===== src/design/mcc_cfg.svh =====
// offsets, field positions, reset values and timing counts
`ifndef MCC_CFG_SVH
`define MCC_CFG_SVH
`define MCC_ADDR_W          8
`define MCC_OFF_CTRL        8'h6c
`define MCC_OFF_IPERR       8'h70
`define MCC_OFF_STAT        8'h74
`define MCC_OFF_MASK        8'h78
`define MCC_OFF_TAG         8'h7c
`define MCC_OFF_CSERR       8'h80
`define MCC_OFF_THR         8'h84
`define MCC_CTRL_RST        32'h00000000
`define MCC_CTRL_WMASK      32'h00003fe3
`define MCC_B_FDX           5
`define MCC_B_BIG           6
`define MCC_B_PSEND         7
`define MCC_B_POBEY         8
`define MCC_B_KEEPCRC       9
`define MCC_B_BUFLB         10
`define MCC_B_MACLB         11
`define MCC_B_TAGINS        12
`define MCC_B_TAGSTRIP      13
`define MCC_B_STATEN        21
`define MCC_B_STATDIS       22
`define MCC_B_STATON        23
`define MCC_B_NEAROVF       7
`define MCC_B_MASK_IPERR    0
`define MCC_IPERR_MAX       16'hffff
`define MCC_IPERR_NEAR      16'hc000
`define MCC_GAP_96          13'd96
`define MCC_GAP_1024        13'd1024
`define MCC_GAP_1792        13'd1792
`define MCC_GAP_4352        13'd4352
`define MCC_MAX_STD         13'd1514
`define MCC_MAX_BIG         13'd4491
`endif


===== src/design/mcc_pkg.sv =====
// types for the mac control slice
package mcc_pkg;
	typedef enum logic [1:0] {
		MCC_GAP_STD = 2'b00,
		MCC_GAP_1K  = 2'b01,
		MCC_GAP_2K  = 2'b10,
		MCC_GAP_4K  = 2'b11
	} mcc_gap_t;
	typedef enum logic [1:0] {
		MCC_IDLE  = 2'b00,
		MCC_RDATA = 2'b01
	} mcc_bus_t;
endpackage


===== src/design/mcc_top.sv =====
// mac control word, ip checksum error counter and derived line controls
// Overview of operation
// - count each received frame failing the ipv4 header checksum
// - the 16-bit error counter wraps from 0xffff to zero
// - counter reaching 0xc000 sets the near-overflow status flag
// - counting needs statistics enabled and this counter's mask bit set
// - gap select bits 1:0 choose 96, 1024, 1792 or 4352 bit times
// - selected gap applies in half duplex when deferring after collision
// - bit 5 selects half (0) or full (1) duplex
// - full duplex disables transmit deferral to receive activity
// - full duplex freezes the carrier-sense error counter
// - bit 6 picks oversize threshold 1514 or 4491 bytes
// - oversize length counts addresses, type/length and fcs
// - bit 7 enables automatic pause sending from fifo thresholds
// - bit 8 clear passes pause frames as data, set obeys them
// - bit 9 keeps received fcs in fifo; checking unchanged
// - bit 10 loops transmit fifo output into receive fifo input
// - bit 11 loops mac transmit output into mac receive input
// - bit 12 inserts the programmed vlan tag on every sent frame
// - bit 13 strips any vlan tag from every received frame
//
// Decided for this implementation: register access over Avalon-MM.
`timescale 1ns/10ps
`include "mcc_cfg.svh"
module mcc_top
	import mcc_pkg::*;
(
	// clock and reset
	input  wire logic        REF_CLK_IN,
	input  wire logic        RESETN_IN,
	// avalon-mm slave
	input  wire logic [7:0]  AVS_ADDRESS_IN,
	input  wire logic        AVS_READ_IN,
	input  wire logic        AVS_WRITE_IN,
	input  wire logic [31:0] AVS_WRITEDATA_IN,
	input  wire logic [3:0]  AVS_BYTEENABLE_IN,
	output logic      [31:0] AVS_READDATA_OUT,
	output logic             AVS_WAITREQUEST_OUT,
	// receive side events
	input  wire logic        RX_FRAME_DONE_IN,
	input  wire logic        RX_IP_PRESENT_IN,
	input  wire logic        RX_IP_CSUM_BAD_IN,
	input  wire logic        RX_CARRIER_ERR_IN,
	input  wire logic [12:0] RX_FRAME_LEN_IN,
	input  wire logic        RX_IS_PAUSE_IN,
	// transmit side status
	input  wire logic        COLLISION_DEFER_IN,
	input  wire logic        RX_ACTIVE_IN,
	input  wire logic [15:0] RX_FIFO_LEVEL_IN,
	// line controls
	output logic      [12:0] GAP_BITS_OUT,
	output logic             FULL_DUPLEX_OUT,
	output logic             DEFER_TO_RX_OUT,
	output logic             FRAME_TOO_LONG_OUT,
	output logic             PAUSE_REQUEST_OUT,
	output logic             PAUSE_OBEY_OUT,
	output logic             KEEP_CRC_FIELD_OUT,
	output logic             BUFFER_LOOPBACK_OUT,
	output logic             MAC_CORE_LOOPBACK_OUT,
	output logic             TAG_INSERT_OUT,
	output logic [15:0]      INSERT_TAG_VALUE_OUT,
	output logic             TAG_STRIP_OUT
);
	logic [31:0] mac_control_word;
	logic        stats_count_enable;
	logic [15:0] ip_header_check_fail_count;
	logic [15:0] carrier_loss_count;
	logic [31:0] stats_mask_reg;
	logic [31:0] interrupt_status_reg;
	logic [15:0] insert_tag_value;
	logic [15:0] resume_threshold;
	logic [15:0] halt_threshold;
	logic        stats_near_overflow;
	logic        pausing;
	mcc_bus_t    bus_state;
	mcc_gap_t    gap_length_select;
	logic [31:0] be_mask;
	logic [31:0] next_rdata;
	logic        wr_go;
	logic        rd_go;
	logic        ip_fail_evt;
	logic        ip_near_hit;
	logic [15:0] next_ip_count;
	logic        clr_status;
	logic        full_duplex_select;
	logic        big_frame_accept;
	logic [12:0] max_len;

	assign be_mask = {{8{AVS_BYTEENABLE_IN[3]}}, {8{AVS_BYTEENABLE_IN[2]}},
		{8{AVS_BYTEENABLE_IN[1]}}, {8{AVS_BYTEENABLE_IN[0]}}};
	assign wr_go = AVS_WRITE_IN && (bus_state == MCC_IDLE);
	assign rd_go = AVS_READ_IN && (bus_state == MCC_IDLE);
	// writes answer at once, reads after one registered cycle
	assign AVS_WAITREQUEST_OUT = AVS_READ_IN && (bus_state == MCC_IDLE);

	always_ff @(posedge REF_CLK_IN or negedge RESETN_IN) begin
		if (!RESETN_IN) begin
			bus_state <= MCC_IDLE;
		end else if (rd_go) begin
			bus_state <= MCC_RDATA;
		end else begin
			bus_state <= MCC_IDLE;
		end
	end

	// read mux; unmapped offsets read zero
	always_comb begin
		next_rdata = 32'h00000000;
		case (AVS_ADDRESS_IN)
			`MCC_OFF_CTRL: begin
				next_rdata = mac_control_word;
				next_rdata[`MCC_B_STATON] = stats_count_enable;
			end
			`MCC_OFF_IPERR: next_rdata = {16'h0000, ip_header_check_fail_count};
			`MCC_OFF_STAT:  next_rdata = interrupt_status_reg;
			`MCC_OFF_MASK:  next_rdata = stats_mask_reg;
			`MCC_OFF_TAG:   next_rdata = {16'h0000, insert_tag_value};
			`MCC_OFF_CSERR: next_rdata = {16'h0000, carrier_loss_count};
			`MCC_OFF_THR:   next_rdata = {halt_threshold, resume_threshold};
			default:        next_rdata = 32'h00000000;
		endcase
	end

	always_ff @(posedge REF_CLK_IN or negedge RESETN_IN) begin
		if (!RESETN_IN) begin
			AVS_READDATA_OUT <= 32'h00000000;
		end else if (rd_go) begin
			AVS_READDATA_OUT <= next_rdata;
		end
	end

	// control word: only implemented bits store, strobes self-clear
	always_ff @(posedge REF_CLK_IN or negedge RESETN_IN) begin
		if (!RESETN_IN) begin
			mac_control_word <= `MCC_CTRL_RST;
		end else if (wr_go && AVS_ADDRESS_IN == `MCC_OFF_CTRL) begin
			mac_control_word <= (mac_control_word & ~(be_mask & `MCC_CTRL_WMASK))
				| (AVS_WRITEDATA_IN & be_mask & `MCC_CTRL_WMASK);
		end
	end

	// statistics enable and disable strobes
	always_ff @(posedge REF_CLK_IN or negedge RESETN_IN) begin
		if (!RESETN_IN) begin
			stats_count_enable <= 1'b0;
		end else if (wr_go && AVS_ADDRESS_IN == `MCC_OFF_CTRL
				&& AVS_BYTEENABLE_IN[2]) begin
			if (AVS_WRITEDATA_IN[`MCC_B_STATDIS]) begin
				stats_count_enable <= 1'b0;
			end else if (AVS_WRITEDATA_IN[`MCC_B_STATEN]) begin
				stats_count_enable <= 1'b1;
			end
		end
	end

	// plain registers: mask, tag, thresholds
	always_ff @(posedge REF_CLK_IN or negedge RESETN_IN) begin
		if (!RESETN_IN) begin
			stats_mask_reg   <= 32'h00000000;
			insert_tag_value <= 16'h0000;
			resume_threshold <= 16'h0000;
			halt_threshold   <= 16'h0000;
		end else if (wr_go) begin
			case (AVS_ADDRESS_IN)
				`MCC_OFF_MASK: stats_mask_reg <= (stats_mask_reg & ~be_mask)
					| (AVS_WRITEDATA_IN & be_mask);
				`MCC_OFF_TAG: insert_tag_value <=
					(insert_tag_value & ~be_mask[15:0])
					| (AVS_WRITEDATA_IN[15:0] & be_mask[15:0]);
				`MCC_OFF_THR: begin
					resume_threshold <= (resume_threshold & ~be_mask[15:0])
						| (AVS_WRITEDATA_IN[15:0] & be_mask[15:0]);
					halt_threshold <= (halt_threshold & ~be_mask[31:16])
						| (AVS_WRITEDATA_IN[31:16] & be_mask[31:16]);
				end
				default: stats_mask_reg <= stats_mask_reg;
			endcase
		end
	end

	// ip checksum error counter
	assign ip_fail_evt = RX_FRAME_DONE_IN && RX_IP_PRESENT_IN
		&& RX_IP_CSUM_BAD_IN
		&& stats_count_enable && stats_mask_reg[`MCC_B_MASK_IPERR];
	assign next_ip_count = (ip_header_check_fail_count == `MCC_IPERR_MAX)
		? 16'h0000 : ip_header_check_fail_count + 16'h0001;
	assign ip_near_hit = ip_fail_evt && (next_ip_count == `MCC_IPERR_NEAR);

	always_ff @(posedge REF_CLK_IN or negedge RESETN_IN) begin
		if (!RESETN_IN) begin
			ip_header_check_fail_count <= 16'h0000;
		end else if (ip_fail_evt) begin
			ip_header_check_fail_count <= next_ip_count;
		end else if (wr_go && AVS_ADDRESS_IN == `MCC_OFF_IPERR) begin
			ip_header_check_fail_count <=
				(ip_header_check_fail_count & ~be_mask[15:0])
				| (AVS_WRITEDATA_IN[15:0] & be_mask[15:0]);
		end
	end

	// carrier-sense error counter, frozen in full duplex
	always_ff @(posedge REF_CLK_IN or negedge RESETN_IN) begin
		if (!RESETN_IN) begin
			carrier_loss_count <= 16'h0000;
		end else if (RX_CARRIER_ERR_IN && stats_count_enable
				&& !full_duplex_select) begin
			carrier_loss_count <= carrier_loss_count + 16'h0001;
		end
	end

	// near-overflow flag: set wins over clear, write one to clear
	assign clr_status = wr_go && AVS_ADDRESS_IN == `MCC_OFF_STAT
		&& AVS_BYTEENABLE_IN[0] && AVS_WRITEDATA_IN[`MCC_B_NEAROVF];
	always_ff @(posedge REF_CLK_IN or negedge RESETN_IN) begin
		if (!RESETN_IN) begin
			stats_near_overflow <= 1'b0;
		end else if (ip_near_hit) begin
			stats_near_overflow <= 1'b1;
		end else if (clr_status) begin
			stats_near_overflow <= 1'b0;
		end
	end
	always_comb begin
		interrupt_status_reg = 32'h00000000;
		interrupt_status_reg[`MCC_B_NEAROVF] = stats_near_overflow;
	end

	// control fields
	assign gap_length_select  = mcc_gap_t'(mac_control_word[1:0]);
	assign full_duplex_select = mac_control_word[`MCC_B_FDX];
	assign big_frame_accept   = mac_control_word[`MCC_B_BIG];

	// inter-frame gap, held at standard unless deferring in half duplex
	always_ff @(posedge REF_CLK_IN or negedge RESETN_IN) begin
		if (!RESETN_IN) begin
			GAP_BITS_OUT <= `MCC_GAP_96;
		end else if (!full_duplex_select && COLLISION_DEFER_IN) begin
			case (gap_length_select)
				MCC_GAP_STD: GAP_BITS_OUT <= `MCC_GAP_96;
				MCC_GAP_1K:  GAP_BITS_OUT <= `MCC_GAP_1024;
				MCC_GAP_2K:  GAP_BITS_OUT <= `MCC_GAP_1792;
				MCC_GAP_4K:  GAP_BITS_OUT <= `MCC_GAP_4352;
				default:     GAP_BITS_OUT <= `MCC_GAP_96;
			endcase
		end else begin
			GAP_BITS_OUT <= `MCC_GAP_96;
		end
	end

	// oversize check on da+sa+type/len+fcs length
	assign max_len = big_frame_accept ? `MCC_MAX_BIG : `MCC_MAX_STD;
	always_ff @(posedge REF_CLK_IN or negedge RESETN_IN) begin
		if (!RESETN_IN) begin
			FRAME_TOO_LONG_OUT <= 1'b0;
		end else if (RX_FRAME_DONE_IN) begin
			FRAME_TOO_LONG_OUT <= (RX_FRAME_LEN_IN >= max_len);
		end else begin
			FRAME_TOO_LONG_OUT <= 1'b0;
		end
	end

	// pause request hysteresis on receive fifo level
	always_ff @(posedge REF_CLK_IN or negedge RESETN_IN) begin
		if (!RESETN_IN) begin
			pausing <= 1'b0;
		end else if (!mac_control_word[`MCC_B_PSEND]) begin
			pausing <= 1'b0;
		end else if (RX_FIFO_LEVEL_IN >= halt_threshold) begin
			pausing <= 1'b1;
		end else if (RX_FIFO_LEVEL_IN <= resume_threshold) begin
			pausing <= 1'b0;
		end
	end

	// registered line controls
	always_ff @(posedge REF_CLK_IN or negedge RESETN_IN) begin
		if (!RESETN_IN) begin
			FULL_DUPLEX_OUT       <= 1'b0;
			DEFER_TO_RX_OUT       <= 1'b0;
			PAUSE_REQUEST_OUT     <= 1'b0;
			PAUSE_OBEY_OUT        <= 1'b0;
			KEEP_CRC_FIELD_OUT    <= 1'b0;
			BUFFER_LOOPBACK_OUT   <= 1'b0;
			MAC_CORE_LOOPBACK_OUT <= 1'b0;
			TAG_INSERT_OUT        <= 1'b0;
			INSERT_TAG_VALUE_OUT  <= 16'h0000;
			TAG_STRIP_OUT         <= 1'b0;
		end else begin
			FULL_DUPLEX_OUT       <= full_duplex_select;
			DEFER_TO_RX_OUT       <= RX_ACTIVE_IN && !full_duplex_select;
			PAUSE_REQUEST_OUT     <= pausing;
			// pause frames reach the obey logic only when set
			PAUSE_OBEY_OUT        <= mac_control_word[`MCC_B_POBEY]
				&& RX_IS_PAUSE_IN && RX_FRAME_DONE_IN;
			KEEP_CRC_FIELD_OUT    <= mac_control_word[`MCC_B_KEEPCRC];
			BUFFER_LOOPBACK_OUT   <= mac_control_word[`MCC_B_BUFLB];
			MAC_CORE_LOOPBACK_OUT <= mac_control_word[`MCC_B_MACLB];
			TAG_INSERT_OUT        <= mac_control_word[`MCC_B_TAGINS];
			INSERT_TAG_VALUE_OUT  <= insert_tag_value;
			TAG_STRIP_OUT         <= mac_control_word[`MCC_B_TAGSTRIP];
		end
	end
endmodule


===== config.mk =====
export PLATFORM = sky130hd
export DESIGN_NAME = mcc_top
export DESIGN_NICKNAME = d
export VERILOG_FILES = /design/src/design/mcc_pkg.sv /design/src/design/mcc_top.sv
export VERILOG_INCLUDE_DIRS = /design/src /design/src/design
export SDC_FILE = /design/constraint.sdc
export NUM_CORES = 1
export LEC_CHECK = 0
export ABC_CLOCK_PERIOD_IN_PS = 2300
export BUFFER_PORTS_ARGS = -buffer_cell sky130_fd_sc_hd__clkbuf_2
export CAP_MARGIN = 10
export CELL_PAD_IN_SITES_DETAIL_PLACEMENT = 1
export CELL_PAD_IN_SITES_GLOBAL_PLACEMENT = 1
export CORE_MARGIN = 4
export CORE_UTILIZATION = 42
export CTS_BUF_LIST = sky130_fd_sc_hd__clkbuf_8
export DETAILED_ROUTE_END_ITERATION = 16
export PLACE_DENSITY = 0.78
export RECOVER_POWER = 50
export SLEW_MARGIN = 10
export SYNTH_ARGS = -nofsm -noshare
export SYNTH_HDL_FRONTEND = slang
export SYNTH_SLANG_ARGS = --single-unit

===== constraint.sdc =====
create_clock -name REF_CLK_IN -period 2.3 [get_ports REF_CLK_IN]
set_input_delay 0.46 -clock REF_CLK_IN [delete_from_list [all_inputs] [get_ports REF_CLK_IN]]
set_output_delay 0.46 -clock REF_CLK_IN [all_outputs]
set_load 0.01 [all_outputs]

[After elaboration in Yosys (flattened, before gate mapping)]
Index checks and enable logic that the tools add are counted.
Word-level totals
  register bits after elaboration: 219
  bits of input ports: 84
  output and inout bits: 72
  logic and storage cells: 106
Cells by class
  add/sub/neg operators: 2
  magnitude comparators: 3
  equality and inequality tests: 13
  multiplexer cells: 16
  bitwise operators: 19
  reductions and logical operators: 29
Operator list (count)
  $pmux 32 s7: 1
  $and 16x16->16: 6
  $and 32x32->32: 3
  $or 16x16->16: 4
  $pmux 13 s4: 1
  $mux 16: 3
  $eq 8x7->1 const B: 5
  $add 16x1->16 const B: 2
  $eq 16x16->1 const B: 2
  $not 14->32: 1
  $not 16->16: 2
  $not 32->32: 1
  $or 32x14->32: 1
  $or 32x32->32: 1
  $mux 13: 2
  $logic_and 1x1->1: 19
  $eq 8x8->1 const B: 2
  $ge 16x16->1: 1
  $le 16x16->1: 1
  $ge 13x13->1: 1
  $mux 1: 9
  $reduce_and 2->1: 4
  $reduce_bool 2->1: 3
  $eq 2x2->1 const B: 2
  4 further kinds: 5

[Depth between registers and ports, before layout]
  word-level depth: 7
  mapped depth: 8
  mapped depth without buffers: 8

[Worst setup path before layout]
No wires, ideal clock.
  kind: reg-to-reg
  from: register with a tool-made name
  to: register stats_near_overflow
  setup time: 0.095 ns
  arrival time: 2.119 ns
  required time: 2.205 ns
  slack: 0.086 ns
  cell stages (with the launch flop): 8
  cell sequence: dfrtp_1 -> ha_1 -> nand2_1 -> nor2_1 -> mux2i_1 -> a31oi_1 -> or4_1 -> o31ai_1
RTL lines
  to (signal assigned): RTL line mcc_top.sv:216  | stats_near_overflow <= 1'b0;
  to (signal assigned): RTL line mcc_top.sv:218  | stats_near_overflow <= 1'b1;
  to (signal assigned): RTL line mcc_top.sv:220  | stats_near_overflow <= 1'b0;
  to (decl): RTL line mcc_top.sv:73  | logic stats_near_overflow;

[Worst setup path in the final report]
  from: input port AVS_ADDRESS_IN[1]
  to: register AVS_READDATA_OUT[9]
On the way
  longest elaborated chain between the ends: 2
  elaborated cells between the ends (all ways): 8
  classes of those cells: eq/ne (7); mux (1)
Ends and longest elaborated chain
  from (decl): RTL line mcc_top.sv:32  | input wire logic [7:0] AVS_ADDRESS_IN,
  $eq 8x8->1 / $eq 8x7->1 (equally long branches): RTL line mcc_top.sv:109  | case (AVS_ADDRESS_IN)
  $pmux 32 s7 *: RTL line mcc_top.sv:109
  to (signal assigned): RTL line mcc_top.sv:128  | AVS_READDATA_OUT <= next_rdata;
  to (decl): RTL line mcc_top.sv:37  | output logic [31:0] AVS_READDATA_OUT,
Mark *: on every way between the ends. The rest lies on a longest branch, timed or not.
A chain may end at the register's enable or synchronous reset.

==> flow_summary.yaml <==
grt:
  gr-max-usage-layer: "met2"
  grtUsageTotal: 0.2353
  grt_pass1_vias: 7881
  grtUsageMet3: 0.04339
  grt_first_pass_wirelength_mm: 44.28
  use_met1: 0.3189
  grt_max_degree: 64
  antenna_found_initial: 0
  grt_overflow: 0
  use_met2: 0.3895
cts:
  cts_root_buffer: "clkbuf_8"
  cts_tree: "yes"
  clockBufferDepth: 2
  clock-sinks: 190
  h-tree-depth: 4
  cts.clk_slew.worst_paths_ns: 0.11
  numCtsBuffers: 17
  cts_setup_buffers: 0
  worstSkewPairLatency_ns: 0.48
finish:
  diodes: 0
  fillers: 2349
  nets: 1125
  final_layout_size_suffix_gt1_frac: 0.3462
  area_delta_synth_final_pct: 20.90
  finalNonFillerCells: 1286
sta:
  finalSetupViolCount: 0
  clock_skew_ns: 0.01409
  relSlewSlack: 0.09941
  drv_slew: 0
  fin_crit_ns: 2.225
  tightest_slew_ns: 1.351
  rsz0062_at_grt: "false"
  finalSetupTns_ns: 0
  finalCritPeriodShare: 0.9674
  hold_viol: 0
  max_freq_ghz: 0.4494
setup_path:
  cp.required_ns: 2.73
  crit_fanout: 10
  slowest_stage: "nor2_1"
  crit_family: "simple AND/OR/NAND/NOR gates"
  cp_cell_sequence: "clkbuf_2, nor3b_1, nand2_1, nor2_1, a222oi_1, a21oi_1, a21o_1"
  critPathBufInv: 1
  cp.arrival_ns: 2.65
  end_kind: "flop"
  path_class: "in -> reg"
  worstSetupStartpointType: "primary input"
  slowest_delay_ns: 0.81
synthesis:
  avgSynthCellArea_um2: 11.37
  synth_compound_area_frac: 0.1435
  synth.distinct_cells: 66
  synth.ff_latch_count: 190
  synthSimpleGateAreaFrac: 0.1076
  synth-edff-count: 0
  synthCells: 799
  synth_top_family_by_area: "compound AO/OA/AOI/OAI gates"
  syn_area_um2: 9084
  synth_mux_area_frac: 0.1099
  synth_warnings: 0
  yosys.area_share.adder: 0.05923
  ys_seq_area_frac: 0.5236
  synth_top_flop_cell: "dfrtp_1"
  synthXorXnorAreaFrac: 0.01639
  async_flop_share: 1.000
routing:
  drt-total-wl_mm: 27.79
  firstDrtPassIters: 7
  vias_per_cell: 5.690
  first_iter_violations: 560
  vias: 7317
  antenna_left: 0
  post-route-drc-count: 0
  wl_per_cell_um: 21.61
pwr:
  vdd_ir_drop_max_mv: 0.2888
  pwr-share-seq: 0.559
  power_density_nw_per_um2: 563.1
  p_total_w: 0.006184
  leakagePower_nw: 5.453
  clockPowerShare: 0.362
  intPower_w: 0.004416
  switchingPower_w: 0.001768
  combinationalPowerShare: 0.079
  swShare: 0.2859
floorplan:
  pin_count: 156
  dieArea_um2: 24050
  initial_core_util: 0.4294
  die_y_um: 155.1
  std_cell_rows: 53
  core_um2: 21150
  die_w_um: 155.1
flow_run:
  cap_violations: 0
placed_design:
  place_hpwl_mm: 21.24
  placed_cells: 1253
  port_buffers: 148
  place_congestion: 0.8832
status:
  status: "complete, no violations"
hold_path:
  hold_class: "in -> reg"
==> worst reg2reg max path, stage by stage (launching register included) <==
cell     delay (ns)
dfrtp_2        0.47
nand2_1        0.13
nor2_1         0.28
nand2_2        0.09
a211o_1        0.29
or4_1          0.54
o31ai_2        0.24
==> final timing paths <==
path	from	endpoint	slack, ns	cells after the start
worst max-delay path	AVS_ADDRESS_IN[1]	AVS_READDATA_OUT[9]	0.08	7
max in group asynchronous	RESETN_IN	AVS_READDATA_OUT[12]	0.48	3
worst min register to register	pausing	PAUSE_REQUEST_OUT	0.41	0
worst min-delay path	RX_ACTIVE_IN	DEFER_TO_RX_OUT	0.19	2
worst max register to register	flop	stats_near_overflow	0.17	6
min in group asynchronous	RESETN_IN	GAP_BITS_OUT[12]	0.84	2
==> metal layers <==
layer  part of all wire  vias to the layer above
met1               0.43                     3729
li1                   -                     3330
met5                  0                        -
met3              0.059                       38
met4              0.021                        0
met2               0.49                      220
==> cell usage after synthesis (3+ instances only) <==
cell type / instances / share of area
buf_4: 9 / 0.0074
inv_1: 44 / 0.018
nand3_1: 21 / 0.012
and2_1: 7 / 0.0048
dfrtp_1: 189 / 0.52
a222oi_1: 25 / 0.028
o21a_1: 3 / 0.0025
and3_1: 6 / 0.0041
nand4_1: 11 / 0.0076
o211ai_1: 4 / 0.0033
a31oi_1: 9 / 0.0062
nor3_1: 7 / 0.0039
o311ai_0: 3 / 0.0029
nand2b_1: 5 / 0.0034
mux2_2: 86 / 0.11
mux2i_1: 3 / 0.0033
a21oi_1: 45 / 0.025
xor2_1: 6 / 0.0058
a21o_1: 21 / 0.017
or3_1: 4 / 0.0028
nand2_1: 55 / 0.023
nor2_1: 34 / 0.014
a22oi_1: 22 / 0.018
or4_1: 5 / 0.0041
buf_2: 7 / 0.0039
xnor2_1: 11 / 0.011
nor2b_1: 7 / 0.0048
clkbuf_1: 20 / 0.0083
ha_1: 43 / 0.059
o21ai_0: 41 / 0.023
==> cell type report <==
type                            instances  area [µm²]  share of cell area
Multi-Input combinational cell        533        4031              0.3671
Clock inverter                         15       163.9             0.01493
Sequential cell                       190        4761              0.4335
Inverter                               44       165.2             0.01504
Tap cell                              275       344.1             0.03133
Timing Repair Buffer                  212        1282              0.1168
Clock buffer                           17       234.0             0.02131
==> cells in the final DEF (no fill, tap or decap), drive strengths merged, types with 6 or more instances in the layout <==
cell and instances:
a21o 21, a21oi 45, a222oi 25, a22oi 22, a31oi 9, and2 7
and3 6, buf 62, clkbuf 166, conb 7, dfrtp 189, ha 43
inv 53, mux2 86, nand2 58, nand3 23, nand4 12, nor2 35
nor2b 7, nor3 7, o21ai 41, xnor2 11, xor2 6
==> logic make-up after synthesis <==
group,count (synthesis)
xor+xnor,17
fa+ha+maj,43
compound gates,193
simple gates,184
buf+inv,82
other cells,1
mux,89
flops,190
==> per-stage QoR <==
stage	utilization	hold WS, ns	worst slack, ns	cell area, µm²
final	0.5191	0.1874	0.07503	10980
after global routing	0.5191	0.1637	0.01545	10980
after CTS	0.5184	0.1561	0.05440	10970
after detailed placement	0.4991	0.3769	-0.3416	10560
after global placement	0.4991	0.3727	-0.2105	10560
after floorplan	-	0.1644	0.08600	9106
==> power by group through the flow <==
stage               clock network [W]  logic [W]  registers [W]
detailed placement                  0   0.000491        0.00352
global placement                    0   0.000470        0.00351
global route                  0.00243   0.000549        0.00346
CTS                           0.00228   0.000498        0.00345
finish                        0.00224   0.000490        0.00345
floorplan                           0   0.000186        0.00351
==> what timing repair did <==
action,4_1_cts,5_1_grt
hold buffers,1,0
resized for setup,0,8
endpoints found under the setup margin,0,6
endpoints found under the hold margin,44,0
Power figures use the tool's default switching activity.
